**config.mk**
```make
export PLATFORM = sky130hd
export DESIGN_NAME = asym_access_ctrl
export DESIGN_NICKNAME = d
export VERILOG_FILES = /design/src/logic/asym_access_pkg.sv /design/src/logic/grp_tbl_if.sv /design/src/logic/group_state_table.sv /design/src/logic/asym_access_ctrl.sv
export SDC_FILE = /design/constraint.sdc
export NUM_CORES = 1
export LEC_CHECK = 0
export BUFFER_PORTS_ARGS = -buffer_cell sky130_fd_sc_hd__buf_2
export CELL_PAD_IN_SITES_DETAIL_PLACEMENT = 0
export CELL_PAD_IN_SITES_GLOBAL_PLACEMENT = 2
export CORE_UTILIZATION = 41
export CTS_BUF_LIST = sky130_fd_sc_hd__clkbuf_16
export CTS_CLUSTER_SIZE = 40
export DETAILED_ROUTE_END_ITERATION = 8
export PLACE_DENSITY = 0.91
export SYNTH_ARGS = -nofsm -noshare
export SYNTH_HDL_FRONTEND = slang
export SYNTH_SLANG_ARGS = --single-unit
```
**constraint.sdc**
```tcl
create_clock -name pclk -period 6.5 [get_ports pclk]
set_input_delay 0.65 -clock pclk [delete_from_list [all_inputs] [get_ports pclk]]
set_output_delay 0.65 -clock pclk [all_outputs]
set_load 0.01 [all_outputs]
```
**src/logic/asym_access_pkg.sv**
```systemverilog
// Constants, offsets and encodings for the group access state block.
// Assumes a 32-bit APB slave and single-clock command and identify paths.
package asym_access_pkg;
	// ----------------------------------------------------------------
	// Register byte offsets
	// ----------------------------------------------------------------
	localparam logic [7:0] OFS_CTRL   = 8'h00;
	localparam logic [7:0] OFS_CAPS   = 8'h04;
	localparam logic [7:0] OFS_MAXGID = 8'h08;
	localparam logic [7:0] OFS_GRP    = 8'h0C;
	localparam logic [7:0] OFS_NSMAP  = 8'h10;
	localparam logic [7:0] OFS_ISTAT  = 8'h14;
	localparam logic [7:0] OFS_IMASK  = 8'h18;
	// ----------------------------------------------------------------
	// Field positions and reset values
	// ----------------------------------------------------------------
	localparam int         CTRL_NOTICE_BIT = 0;
	localparam int         CAP_OPT_BIT     = 0;
	localparam int         CAP_FIXED_BIT   = 6;
	localparam int         CAP_W           = 7;
	localparam logic [6:0] CAPS_RST        = 7'h1F;
	localparam int         GRP_STATE_LSB   = 8;
	localparam int         NSMAP_NS_LSB    = 8;
	localparam int         NSMAP_ATT_BIT   = 16;
	localparam int         EV_ENTRY        = 0;
	localparam int         EV_FAIL         = 1;
	localparam int         EV_GID          = 2;
	localparam int         EV_REFUSE       = 3;
	localparam int         EV_W            = 4;
	// ----------------------------------------------------------------
	// Access states and completion status
	// ----------------------------------------------------------------
	typedef enum logic [2:0]
	{
		ST_OPT    = 3'h0,
		ST_NONOPT = 3'h1,
		ST_CHANGE = 3'h3,
		ST_INACC  = 3'h2,
		ST_PLOSS  = 3'h6
	} asym_state_e;
	localparam logic [7:0] SC_SUCCESS = 8'h00;
	localparam logic [7:0] SC_BAD_NS  = 8'h0B;
	localparam logic [7:0] SC_PLOSS   = 8'h01;
	localparam logic [7:0] SC_INACC   = 8'h02;
	localparam logic [7:0] SC_TRANS   = 8'h03;
endpackage

```
**src/logic/grp_tbl_if.sv**
```systemverilog
// Carrier between the controller and its group state table.
// Assumes both ends share pclk.
`timescale 1ns/10ps
interface grp_tbl_if
	import asym_access_pkg::*;
	#(parameter int GW = 8);
	logic                 wr_en;
	logic [GW-1:0]        wr_gid;
	asym_state_e          wr_state;
	logic [CAP_W-1:0]     caps;
	logic                 entered;
	logic                 failed;
	logic [GW-1:0]        gid_a;
	logic [GW-1:0]        gid_b;
	asym_state_e          st_a;
	asym_state_e          st_b;
	modport table_end (input wr_en, wr_gid, wr_state, caps, gid_a, gid_b,
		output entered, failed, st_a, st_b);
	modport user_end (output wr_en, wr_gid, wr_state, caps, gid_a, gid_b,
		input entered, failed, st_a, st_b);
endinterface // grp_tbl_if

```
**src/logic/group_state_table.sv**
```systemverilog
// One access state register per group, with two lookup ports.
// Assumes group identifiers come from the controller over grp_tbl_if.
`timescale 1ns/10ps
module group_state_table
	import asym_access_pkg::*;
	#(
		parameter int NUM_GROUPS = 8,
		parameter int GW         = 8
	)
	(
		// Clock and reset
		input wire logic    pclk,
		input wire logic    presetn,
		// Table port
		grp_tbl_if.table_end tbl
	);
	initial if (NUM_GROUPS < 1 || NUM_GROUPS >= (1 << GW))
		$error("NUM_GROUPS out of range");

	asym_state_e state_ff [1:NUM_GROUPS];
	logic        entered_ff;
	logic        failed_ff;
	logic        wr_cap;
	asym_state_e cur_state;

	wire wr_in_range = (tbl.wr_gid != '0) && (tbl.wr_gid <= GW'(NUM_GROUPS));
	assign cur_state = wr_in_range ? state_ff[tbl.wr_gid] : ST_OPT;

	always_comb
	begin
		unique case (tbl.wr_state)
			ST_OPT:    wr_cap = tbl.caps[0];
			ST_NONOPT: wr_cap = tbl.caps[1];
			ST_INACC:  wr_cap = tbl.caps[2];
			ST_PLOSS:  wr_cap = tbl.caps[3];
			ST_CHANGE: wr_cap = tbl.caps[4];
			default:   wr_cap = 1'b0;
		endcase
	end

	wire locked = (cur_state == ST_PLOSS) && (tbl.wr_state != ST_PLOSS);
	wire do_wr  = tbl.wr_en && wr_in_range && wr_cap && !locked;

	for (genvar g = 1; g <= NUM_GROUPS; g++)
	begin : g_grp
		always_ff @(posedge pclk or negedge presetn)
		begin
			if (!presetn)
				state_ff[g] <= ST_OPT;
			else if (do_wr && tbl.wr_gid == GW'(g))
				state_ff[g] <= tbl.wr_state;
		end
	end

	always_ff @(posedge pclk or negedge presetn)
	begin
		if (!presetn)
		begin
			entered_ff <= 1'b0;
			failed_ff  <= 1'b0;
		end
		else
		begin
			entered_ff <= do_wr && (tbl.wr_state != ST_CHANGE);
			failed_ff  <= tbl.wr_en && !do_wr;
		end
	end

	assign tbl.entered = entered_ff;
	assign tbl.failed  = failed_ff;
	assign tbl.st_a = (tbl.gid_a != '0 && tbl.gid_a <= GW'(NUM_GROUPS))
		? state_ff[tbl.gid_a] : ST_INACC;
	assign tbl.st_b = (tbl.gid_b != '0 && tbl.gid_b <= GW'(NUM_GROUPS))
		? state_ff[tbl.gid_b] : ST_INACC;
endmodule // group_state_table

```
**src/logic/asym_access_ctrl.sv**
```systemverilog
// Group access state controller: APB registers, command admission,
// identify capacity scrubbing and change notice interrupt.
// Assumes command and identify requests are synchronous to pclk.
//
// Summary of operation
// - Group members always share one access state.
// - Group id valid if nonzero, within maximum.
// - Each group identifier is unique.
// - Fixed-id capability freezes attached namespace group.
// - Group identifier change raises a notice.
// - Five states: optimized, non-optimized, inaccessible, loss, changing.
// - Optimized always reportable; others optional.
// - Optimized or non-optimized commands run normally.
// - Inaccessible group data never reached.
// - Capacity fields zero when inaccessible or lost.
// - Inaccessible group fails with inaccessible status.
// - Lost group fails with persistent loss status.
// - Persistent loss never changes state.
// - Changing group fails with transition status.
// - Notices on entry to any state but changing, and on failed transitions.
// - Exempt admin commands ignore access state.
`timescale 1ns/10ps
module asym_access_ctrl
	import asym_access_pkg::*;
	#(
		parameter int NUM_GROUPS = 8,
		parameter int NUM_NS     = 16,
		parameter int CAP_DW     = 64
	)
	(
		// Clock and reset
		input  wire logic              pclk,
		input  wire logic              presetn,
		// APB slave
		input  wire logic              psel,
		input  wire logic              penable,
		input  wire logic              pwrite,
		input  wire logic [7:0]        paddr,
		input  wire logic [31:0]       pwdata,
		output logic [31:0]            prdata,
		output logic                   pready,
		output logic                   pslverr,
		// Command admission
		input  wire logic              cmd_valid,
		input  wire logic [31:0]       cmd_namespace_identifier,
		input  wire logic              cmd_exempt,
		output logic                   resp_valid,
		output logic [7:0]             resp_status,
		// Identify capacity scrubbing
		input  wire logic              id_valid,
		input  wire logic [31:0]       id_namespace_identifier,
		input  wire logic [CAP_DW-1:0] id_namespace_utilization,
		input  wire logic [CAP_DW-1:0] id_namespace_capacity,
		output logic                   id_out_valid,
		output logic [CAP_DW-1:0]      id_namespace_utilization_out,
		output logic [CAP_DW-1:0]      id_namespace_capacity_out,
		// Interrupt
		output logic                   irq
	);
	localparam int GW  = 8;
	localparam int NSW = (NUM_NS > 1) ? $clog2(NUM_NS) : 1;
	initial if (NUM_NS < 1 || NUM_NS > 255 || (1 << NSW) != NUM_NS)
		$error("NUM_NS must be a power of two up to 128");
	initial if (NUM_GROUPS < 1 || NUM_GROUPS > 255)
		$error("NUM_GROUPS out of range");

	grp_tbl_if #(.GW(GW)) tbl ();

	group_state_table #(
		.NUM_GROUPS (NUM_GROUPS),
		.GW         (GW)
	) u_table (
		.pclk    (pclk),
		.presetn (presetn),
		.tbl     (tbl)
	);

	// ----------------------------------------------------------------
	// Register state
	// ----------------------------------------------------------------
	logic                 notice_en_ff;
	logic [CAP_W-1:0]     caps_ff;
	logic [GW-1:0]        grp_sel_ff;
	logic [NSW-1:0]       ns_sel_ff;
	logic [EV_W-1:0]      istat_ff;
	logic [EV_W-1:0]      imask_ff;
	logic [GW-1:0]        ns_gid_ff [NUM_NS];
	logic [NUM_NS-1:0]    ns_att_ff;

	// ----------------------------------------------------------------
	// APB decode
	// ----------------------------------------------------------------
	wire acc      = psel && penable;
	wire wr       = acc && pwrite;
	wire hit_ctrl = paddr == OFS_CTRL;
	wire hit_caps = paddr == OFS_CAPS;
	wire hit_max  = paddr == OFS_MAXGID;
	wire hit_grp  = paddr == OFS_GRP;
	wire hit_ns   = paddr == OFS_NSMAP;
	wire hit_ist  = paddr == OFS_ISTAT;
	wire hit_imk  = paddr == OFS_IMASK;
	wire mapped   = hit_ctrl | hit_caps | hit_max | hit_grp | hit_ns | hit_ist | hit_imk;

	assign pready  = 1'b1;
	assign pslverr = acc && !mapped;

	// ----------------------------------------------------------------
	// Group state writes
	// ----------------------------------------------------------------
	wire [GW-1:0] w_gid   = pwdata[GW-1:0];
	wire [2:0]    w_state = pwdata[GRP_STATE_LSB +: 3];

	assign tbl.wr_en    = wr && hit_grp;
	assign tbl.wr_gid   = w_gid;
	assign tbl.wr_state = asym_state_e'(w_state);
	assign tbl.caps     = caps_ff;
	assign tbl.gid_b    = grp_sel_ff;

	// ----------------------------------------------------------------
	// Namespace map writes
	// ----------------------------------------------------------------
	wire [7:0]     w_ns_raw = pwdata[NSMAP_NS_LSB +: 8];
	wire [NSW-1:0] w_ns     = w_ns_raw[NSW-1:0];
	wire           w_att    = pwdata[NSMAP_ATT_BIT];
	wire           ns_wr    = wr && hit_ns;
	wire           ns_in    = w_ns_raw < 8'(NUM_NS);
	wire           gid_diff = ns_gid_ff[w_ns] != w_gid;
	wire           ns_frozen = caps_ff[CAP_FIXED_BIT] && ns_att_ff[w_ns] && gid_diff;
	wire           ns_refuse = ns_wr && (!ns_in || ns_frozen);
	wire           ns_ok_wr  = ns_wr && ns_in && !ns_frozen;

	for (genvar n = 0; n < NUM_NS; n++)
	begin : g_ns
		always_ff @(posedge pclk or negedge presetn)
		begin
			if (!presetn)
			begin
				ns_gid_ff[n] <= '0;
				ns_att_ff[n] <= 1'b0;
			end
			else if (ns_ok_wr && w_ns == NSW'(n))
			begin
				ns_gid_ff[n] <= w_gid;
				ns_att_ff[n] <= w_att;
			end
		end
	end

	// ----------------------------------------------------------------
	// Events and interrupt
	// ----------------------------------------------------------------
	logic [EV_W-1:0] ev;
	assign ev[EV_ENTRY]  = tbl.entered && notice_en_ff;
	assign ev[EV_FAIL]   = tbl.failed && notice_en_ff;
	assign ev[EV_GID]    = ns_ok_wr && gid_diff && notice_en_ff;
	assign ev[EV_REFUSE] = ns_refuse;

	wire [EV_W-1:0] ist_clr = (wr && hit_ist) ? pwdata[EV_W-1:0] : '0;
	wire [EV_W-1:0] nxt_istat = ev | (istat_ff & ~ist_clr);
	assign irq = |(istat_ff & imask_ff);

	always_ff @(posedge pclk or negedge presetn)
	begin
		if (!presetn)
		begin
			notice_en_ff <= 1'b0;
			caps_ff      <= CAPS_RST;
			grp_sel_ff   <= '0;
			ns_sel_ff    <= '0;
			istat_ff     <= '0;
			imask_ff     <= '0;
		end
		else
		begin
			istat_ff <= nxt_istat;
			if (wr && hit_ctrl)
				notice_en_ff <= pwdata[CTRL_NOTICE_BIT];
			if (wr && hit_caps)
				caps_ff <= pwdata[CAP_W-1:0] | CAP_W'(1 << CAP_OPT_BIT);
			if (wr && hit_grp)
				grp_sel_ff <= w_gid;
			if (ns_wr)
				ns_sel_ff <= w_ns;
			if (wr && hit_imk)
				imask_ff <= pwdata[EV_W-1:0];
		end
	end

	// ----------------------------------------------------------------
	// Register read mux
	// ----------------------------------------------------------------
	wire [31:0] rd_grp = {21'h0, tbl.st_b, grp_sel_ff};
	wire [31:0] rd_ns  = {15'h0, ns_att_ff[ns_sel_ff], 8'(ns_sel_ff),
		ns_gid_ff[ns_sel_ff]};
	assign prdata = !acc || pwrite ? 32'h0 :
		hit_ctrl ? 32'(notice_en_ff) :
		hit_caps ? 32'(caps_ff) :
		hit_max  ? 32'(NUM_GROUPS) :
		hit_grp  ? rd_grp :
		hit_ns   ? rd_ns :
		hit_ist  ? 32'(istat_ff) :
		hit_imk  ? 32'(imask_ff) : 32'h0;

	// ----------------------------------------------------------------
	// Command admission
	// ----------------------------------------------------------------
	wire [NSW-1:0] c_idx  = NSW'(cmd_namespace_identifier - 32'h1);
	wire           c_nsok = cmd_namespace_identifier != 32'h0 && cmd_namespace_identifier <= 32'(NUM_NS) && ns_att_ff[c_idx];
	wire [GW-1:0]  c_gid  = ns_gid_ff[c_idx];
	wire           c_gidok = c_gid != '0 && c_gid <= GW'(NUM_GROUPS);
	assign tbl.gid_a = c_gid;

	logic [7:0] c_status;
	always_comb
	begin
		c_status = SC_BAD_NS;
		if (cmd_exempt)
			c_status = SC_SUCCESS;
		else if (c_nsok && c_gidok)
		begin
			unique case (tbl.st_a)
				ST_OPT, ST_NONOPT: c_status = SC_SUCCESS;
				ST_INACC:          c_status = SC_INACC;
				ST_PLOSS:          c_status = SC_PLOSS;
				ST_CHANGE:         c_status = SC_TRANS;
				default:           c_status = SC_INACC;
			endcase
		end
	end

	logic       resp_valid_ff;
	logic [7:0] resp_status_ff;
	always_ff @(posedge pclk or negedge presetn)
	begin
		if (!presetn)
		begin
			resp_valid_ff  <= 1'b0;
			resp_status_ff <= SC_SUCCESS;
		end
		else
		begin
			resp_valid_ff  <= cmd_valid;
			resp_status_ff <= cmd_valid ? c_status : resp_status_ff;
		end
	end
	assign resp_valid  = resp_valid_ff;
	assign resp_status = resp_status_ff;

	// ----------------------------------------------------------------
	// Identify capacity scrubbing
	// ----------------------------------------------------------------
	wire [NSW-1:0] i_idx  = NSW'(id_namespace_identifier - 32'h1);
	wire           i_nsok = id_namespace_identifier != 32'h0 && id_namespace_identifier <= 32'(NUM_NS);
	wire [GW-1:0]  i_gid  = ns_gid_ff[i_idx];
	wire [GW-1:0]  i_lgid = i_nsok ? i_gid : '0;
	wire           i_gidok = i_lgid != '0 && i_lgid <= GW'(NUM_GROUPS);
	asym_state_e   i_state;

	// Shadow of group states for the identify lookup port
	asym_state_e st_shadow_ff [1:NUM_GROUPS];
	for (genvar s = 1; s <= NUM_GROUPS; s++)
	begin : g_sh
		always_ff @(posedge pclk or negedge presetn)
		begin
			if (!presetn)
				st_shadow_ff[s] <= ST_OPT;
			else if (grp_sel_ff == GW'(s))
				st_shadow_ff[s] <= tbl.st_b;
		end
	end

	function automatic asym_state_e tbl_lookup(input logic [GW-1:0] g);
		tbl_lookup = (g == grp_sel_ff) ? tbl.st_b : st_shadow_ff[g];
	endfunction

	assign i_state = i_gidok ? tbl_lookup(i_lgid) : ST_OPT;
	wire i_scrub = i_state == ST_INACC || i_state == ST_PLOSS;

	logic              id_v_ff;
	logic [CAP_DW-1:0] namespace_utilization_ff;
	logic [CAP_DW-1:0] ncap_ff;
	always_ff @(posedge pclk or negedge presetn)
	begin
		if (!presetn)
		begin
			id_v_ff <= 1'b0;
			namespace_utilization_ff <= '0;
			ncap_ff <= '0;
		end
		else
		begin
			id_v_ff <= id_valid;
			if (id_valid)
			begin
				namespace_utilization_ff <= i_scrub ? '0 : id_namespace_utilization;
				ncap_ff <= i_scrub ? '0 : id_namespace_capacity;
			end
		end
	end
	assign id_out_valid  = id_v_ff;
	assign id_namespace_utilization_out   = namespace_utilization_ff;
	assign id_namespace_capacity_out = ncap_ff;
endmodule // asym_access_ctrl

```
Yosys cells after proc, flatten, opt, wreduce, memory -nomap -nowiden
Index checks and enable logic that the tools add are counted.

word-level totals
  register bits after elaboration = 359
  memory bits (writable) = 0
  memories kept = 0
  bits in read-only memories = 0
  input port bits = 240
  output and inout bits = 173
  word-level logic and storage cells = 278
  latch bits = 0

operators by class
  shift operators = 0
  add/subtract/negate cells = 2
  order comparisons = 18
  eq/ne operators = 51
  divide/modulo/power cells = 0
  multiply operators = 0
  bitwise gates (word level) = 18
  multiplexer cells = 51
  reductions and logical operators = 77

operators by type and width
  operator                                                            count
  binary-select mux 8 bit (select 4 bit)                              4
  2-to-1 mux 64 bit                                                   2
  2-to-1 mux 17 bit                                                   6
  equality test 8 x 3 -> 1 bit (second input constant)                9
  2-to-1 mux 8 bit                                                    9
  <= comparator 32 x 5 -> 1 bit (second input constant)               2
  nonzero test 32 bit                                                 2
  logical AND 1 bit                                                   56
  binary-select mux 3 bit (select 4 bit)                              4
  2-to-1 mux 3 bit                                                    13
  greater-or-equal comparator 9 x 5 -> 1 bit (second input constant)  4
  inverter 8 -> 9 bit                                                 4
  equality test 4 bit (second input constant)                         8
  equality test 8 x 2 -> 1 bit (second input constant)                4
  equality test 8 x 4 -> 1 bit (second input constant)                4
  <= comparator 8 x 4 -> 1 bit (second input constant)                4
  nonzero test 8 bit                                                  4
  equality test 8 x 5 -> 1 bit (second input constant)                3
  greater-or-equal comparator 5 bit (second input constant)           4
  2-to-1 mux 4 bit                                                    5
  inverter 4 -> 5 bit                                                 4
  equality test 4 x 3 -> 1 bit (second input constant)                4
  equality test 8 x 1 -> 1 bit (second input constant)                2
  < comparator 4 x 5 -> 1 bit (second input constant)                 3
  26 further kinds                                                    53

Logic depth before layout (Yosys ltp)
  word-level depth = 15
  mapped depth = 18
  gate-level depth less buffers = 11

Hierarchy
From an unflattened synthesis, not the netlist that was laid out.

second synthesis, totals
  cells, all modules = 1995
  area total of the unflattened synthesis = 22715.5 µm²

modules (own cells, without submodules)
  module             area an instance (µm²)  times used  seq. area each (µm²)  cells an instance
  asym_access_ctrl   20764.9                 1           8012.7                1812
  group_state_table  1950.6                  1           650.6                 183

Worst setup path before layout
OpenSTA, ideal clock, no wires.

  path kind = input -> register
  start point = input port cmd_namespace_identifier[0]
  end point = register resp_status_ff[1], in the netlist resp_status[1]
  library setup time = 0.095 ns
  stages on the path = 13
  slack = 2.301 ns
  arrival time = 4.104 ns
  data required time = 6.405 ns
  path through = buf_1 inv_1 ha_1 xnor2_1 buf_2 mux4_2 a22oi_1 nand2_1 mux2i_1 o32ai_1 o31a_1 nor3b_1 o31ai_1

between the ends
  cells in the longest elaborated chain, start to end = 15
  elaborated cells on any way between the ends = 28

RTL lines
  what                                                                    RTL line                 RTL
  start: declaration                                                      asym_access_ctrl.sv:45   input wire logic [31:0] cmd_namespace_identifier,
  subtractor 4 x 1 -> 4 bit                                               asym_access_ctrl.sv:207  wire [NSW-1:0] c_idx = NSW'(cmd_namespace_identifier - 32'h1);
  inverter 4 -> 5 bit (implied by the code)                               asym_access_ctrl.sv:209  wire [GW-1:0] c_gid = ns_gid_ff[c_idx];
  binary-select mux 8 bit (select 4 bit)                                  asym_access_ctrl.sv:209
  2-to-1 mux 8 bit (implied by the code) (2 in series)                    asym_access_ctrl.sv:209
  inverter 8 -> 9 bit (implied by the code)                               group_state_table.sv:72  ? state_ff[tbl.gid_a] : ST_INACC;
  binary-select mux 3 bit (select 4 bit)                                  group_state_table.sv:72
  2-to-1 mux 3 bit (implied by the code) (2 in series)                    group_state_table.sv:72
  2-to-1 mux 3 bit                                                        group_state_table.sv:72
  equality test 3 x 1 -> 1 bit / zero test 3 bit (equally long branches)  asym_access_ctrl.sv:221  unique case (tbl.st_a)
  OR reduction 2 bit                                                      asym_access_ctrl.sv:221
  one-hot mux 2 bit (3 select lines)                                      asym_access_ctrl.sv:221
  2-to-1 mux 4 bit *                                                      asym_access_ctrl.sv:219  else if (c_nsok && c_gidok)
  2-to-1 mux 4 bit *                                                      asym_access_ctrl.sv:217  if (cmd_exempt)
  end signal: assignment                                                  asym_access_ctrl.sv:243  resp_status_ff <= cmd_valid ? c_status : resp_status_ff;
  end: declaration                                                        asym_access_ctrl.sv:232  logic [7:0] resp_status_ff;

Every way passes the cells marked *; elsewhere a longest branch is shown, timed or not. The select of a mux whose other input is x is not followed.
A chain may end at the register's enable or synchronous reset.

Worst setup path after layout
  start point = input port id_namespace_identifier[0]
  end point = register namespace_utilization_ff[19], in the netlist id_namespace_utilization_out[19]

between the ends
  cells in the longest elaborated chain, start to end = 15
  elaborated cells on any way between the ends = 23

RTL lines
  what                                                                        RTL line                 RTL
  start: declaration                                                          asym_access_ctrl.sv:51   input wire logic [31:0] id_namespace_identifier,
  subtractor 4 x 1 -> 4 bit                                                   asym_access_ctrl.sv:252  wire [NSW-1:0] i_idx = NSW'(id_namespace_identifier - 32'h1);
  inverter 4 -> 5 bit (implied by the code)                                   asym_access_ctrl.sv:254  wire [GW-1:0] i_gid = ns_gid_ff[i_idx];
  binary-select mux 8 bit (select 4 bit)                                      asym_access_ctrl.sv:254
  2-to-1 mux 8 bit (implied by the code) (2 in series)                        asym_access_ctrl.sv:254
  2-to-1 mux 8 bit *                                                          asym_access_ctrl.sv:255  wire [GW-1:0] i_lgid = i_nsok ? i_gid : '0;
  inverter 8 -> 9 bit (implied by the code)                                   asym_access_ctrl.sv:273  tbl_lookup = (g == grp_sel_ff) ? tbl.st_b : st_shadow_ff[g];
  binary-select mux 3 bit (select 4 bit)                                      asym_access_ctrl.sv:273
  2-to-1 mux 3 bit (implied by the code) (2 in series)                        asym_access_ctrl.sv:273
  2-to-1 mux 3 bit                                                            asym_access_ctrl.sv:273
  2-to-1 mux 3 bit *                                                          asym_access_ctrl.sv:276  assign i_state = i_gidok ? tbl_lookup(i_lgid) : ST_OPT;
  equality test 3 x 2 -> 1 bit / equality test 3 bit (equally long branches)  asym_access_ctrl.sv:277  wire i_scrub = i_state == ST_INACC || i_state == ST_PLOSS;
  logical OR 1 bit *                                                          asym_access_ctrl.sv:277
  2-to-1 mux 64 bit *                                                         asym_access_ctrl.sv:295  namespace_utilization_ff <= i_scrub ? '0 : id_namespace_utilization;
  end signal: assignment                                                      asym_access_ctrl.sv:295
  end: declaration                                                            asym_access_ctrl.sv:280  logic [CAP_DW-1:0] namespace_utilization_ff;

Marked as above.

==> metrics.md <==
| Metric | Value |
|---|---|
| Die H | `230 µm` |
| Commonest non-fill, non-tap cell in the layout | `buf_2` |
| Number of synthesized flops with an enable pin | `0` |
| Max Used Layer | `met5` |
| RSZ-0062 raised after global routing | `no` |
| Dpl hpwl | `45.5 mm` |
| Htree depth | `2` |
| YS warnings | `0` |
| Worst R2R Start | `ns_gid_ff[117]` |
| Final hold violation count | `0` |
| CP Data Arrival Time | `5.33 ns` |
| Final nets | `2146` |
| Antenna-violating nets left | `0` |
| Startpoint types | `input port` |
| Final Max Tran Viols | `0` |
| CTS Buffer Depth | `3` |
| Setup repair bufs after CTS | `0` |
| Final hold slack | `0.185 ns` |
| Global route overflow | `0` |
| Vias in the first global route | `15300` |
| Largest cells by area after synthesis | `dfrtp_1, mux4_2, mux2_2` |
| Final GP Congestion | `0.893` |
| Seq/Total Area, Yosys | `40.8%` |
| Via count | `15300` |
| Largest net degree at the start of global routing | `155` |
| Num CTS Buffers | `40` |
| Total Power | `5.12 mW` |
| FFs w/ async S/R, synth | `100%` |
| # clock sinks | `346` |
| Post_cts resized | `0` |
| Max-Cap Viols | `0` |
| #FFs+latches synth | `346` |
| Crit. End Element | `register` |
| DR WL/cell | `24.2 µm` |
| WS Path Type | `input port to register` |
| Clock Skew | `0.0268 ns` |
| Syn-to-layout area delta | `15.2%` |
| Final count of negative-setup-slack endpoints | `0` |
| Die area | `52700 µm²` |
| I/O pin cnt | `413` |
| Status | `complete, no violations` |
| Top-area cell type share of the netlist area | `40.3%` |
| Total track usage | `23.8%` |
| Fin crit share | `75.6%` |
| Routed Wire Length | `63.1 mm` |
| Leakage power | `11.4 nW` |
| Worst vdd ir | `0.190 mV` |
| Req. time, crit path | `6.92 ns` |
| Yosys cell types | `85` |
| Max Fclk | `203 MHz` |
| Crit path max fanout | `40` |
| Measured slew at the worst slew-check pin | `1.16 ns` |
| Largest area contributor in the netlist | `dfrtp_1` |
| Met3 wire len | `5.77 mm` |
| Die width | `230 µm` |
| Synth Area per Inst | `13.4 µm²` |
| Slew margin rel. | `21.7%` |
| M1 WL | `23.8 mm` |
| Port bufs | `372` |
| Tmin final | `4.92 ns` |
| Starting density of the core | `41.5%` |
| Root buf cell | `clkbuf_16` |
| First-pass GRT wire length | `95.2 mm` |
| Initial antenna violation count | `7` |
| Synthesized area | `21200 µm²` |
| CTS hold repair buffers | `0` |
| Met2 routed WL | `31.2 mm` |
| Worst setup path startpoint | `id_namespace_identifier[0]` |
| Syn Inst Count | `1587` |
| Power per cell area | `210 nW/µm²` |
| Reg clk slew, reported paths | `0.05 ns` |
| Share of layout cells above drive strength 1 | `47.9%` |
| Type of the worst min-delay path | `input port to asynchronous set/reset pin` |
| Worst skew pair latency | `0.57 ns` |
| Most frequent cells in the layout | `buf_2, dfrtp_1, mux2_2, mux2i_1, mux4_2` |
| Final setup margin | `1.58 ns` |
| Vias per inst | `5.86` |
| Setup tns final | `0 ns` |
| CTS tree | `built` |
| Iter 0 DRT Violations | `1184` |
| FP Rows | `83` |
| Fill count | `4549` |
| Top FF cell, synth | `dfrtp_1` |
| DRC | `0` |
| Worst slack, placed | `1.05 ns` |
| Drt first pass iters | `7` |
| CORE AREA | `51200 µm²` |
[path summary, 6_finish.rpt]
| kind | depth (start not counted) | to | slack (ns) |
|---|---|---|---|
| hold / removal | 1 | resp_status[1] | 0.19 |
| hold reg to reg | 1 | istat_ff[1] | 0.49 |
| max in group asynchronous | 2 | id_namespace_capacity_out[12] | 4.78 |
| min in group pclk | 1 | resp_valid | 0.22 |
| setup / recovery | 13 | id_namespace_utilization_out[19] | 1.58 |
| setup reg to reg | 9 | ns_gid_ff[103] | 2.26 |
[registers in the layout, summed over array words and instances, names as in the netlist]
name and flops:
id_out_valid 1, imask_ff 4, ns_sel_ff 4, id_namespace_capacity_out 64, ns_att_ff 16, notice_en_ff 1
u_table.tbl.entered 1, st_shadow_ff 16, u_table.tbl.failed 1, grp_sel_ff 8, resp_valid 1, u_table.state_ff 24
resp_status 3, istat_ff 4, ns_gid_ff 128, id_namespace_utilization_out 64, caps_ff 6
[layer usage]
layer,global-route usage [%],up-vias
met2,39.6,752
met5,0,-
met1,29.2,7767
met4,8.79,2
met3,6.76,144
li1,-,6640
[cell type report]
class	instances	area, µm²	share of cell area (%)
timing repair buffer	398	2120	8.68
clock inverter	30	203	0.829
clock buffer	41	1030	4.20
tap	680	851	3.48
inverter	19	71.3	0.292
antenna	2	5.00	0.0205
multi-input combinational	1098	11500	47.1
sequential	346	8660	35.4
[kinds of logic (layout without fill, tap and decap cells)]
kind of cell               after synthesis  after routing  synth area share [%]
other                                    2             27                0.0354
xor gates and xnor gates                18             18                 0.742
muxes                                  509            509                  34.5
buffers and inverters                  166            488                  5.52
AOI/OAI and AO/OA                      127            127                  4.10
and+or+nand+nor                        416            416                  14.1
DFF                                    346            346                  40.8
adders and majority gates                3              3                 0.177
[synthesized netlist by cell type (all sizes together), types with 8 or more instances]
| cell type | n |
|---|---|
| dfrtp | 342 |
| mux2 | 212 |
| nor2 | 157 |
| mux4 | 152 |
| mux2i | 145 |
| buf | 84 |
| nand2 | 64 |
| clkbuf | 58 |
| nor4 | 44 |
| nor3 | 25 |
| o21ai | 25 |
| a21oi | 24 |
| nand3 | 20 |
| nand4 | 20 |
| inv | 19 |
| xnor2 | 16 |
| and3 | 15 |
| a22oi | 12 |
| nor2b | 12 |
| o22ai | 9 |
| a31oi | 8 |
| nor3b | 8 |
[through the flow]
stage          utilization (%)  instances  instance area [µm²]
6_report                  47.8       2614                24500
5_1_grt                   47.8       2613                24500
4_1_cts                   47.8       2612                24500
3_5_place_dp              45.4       2541                23200
3_3_place_gp              45.4       2541                23200
2_1_floorplan                -       1610                21300
[worst max-delay path, cell delays in order]
cell       delay (ns)
buf_2            0.31
inv_1            0.09
ha_1             0.83
mux4_1           0.41
or4_1            0.49
nand4_1          0.25
or2_1            0.43
and4_2           0.32
a2bb2oi_1        0.08
a2111oi_2        0.44
a32o_4           0.46
buf_12           0.43
nor2_4           0.06
[power breakdown]
part           internal [mW]  switching (mW)
logic                  0.271           0.407
registers               2.25          0.0534
clock network           1.25           0.893
Note: power is estimated with default switching activity, not from simulation.
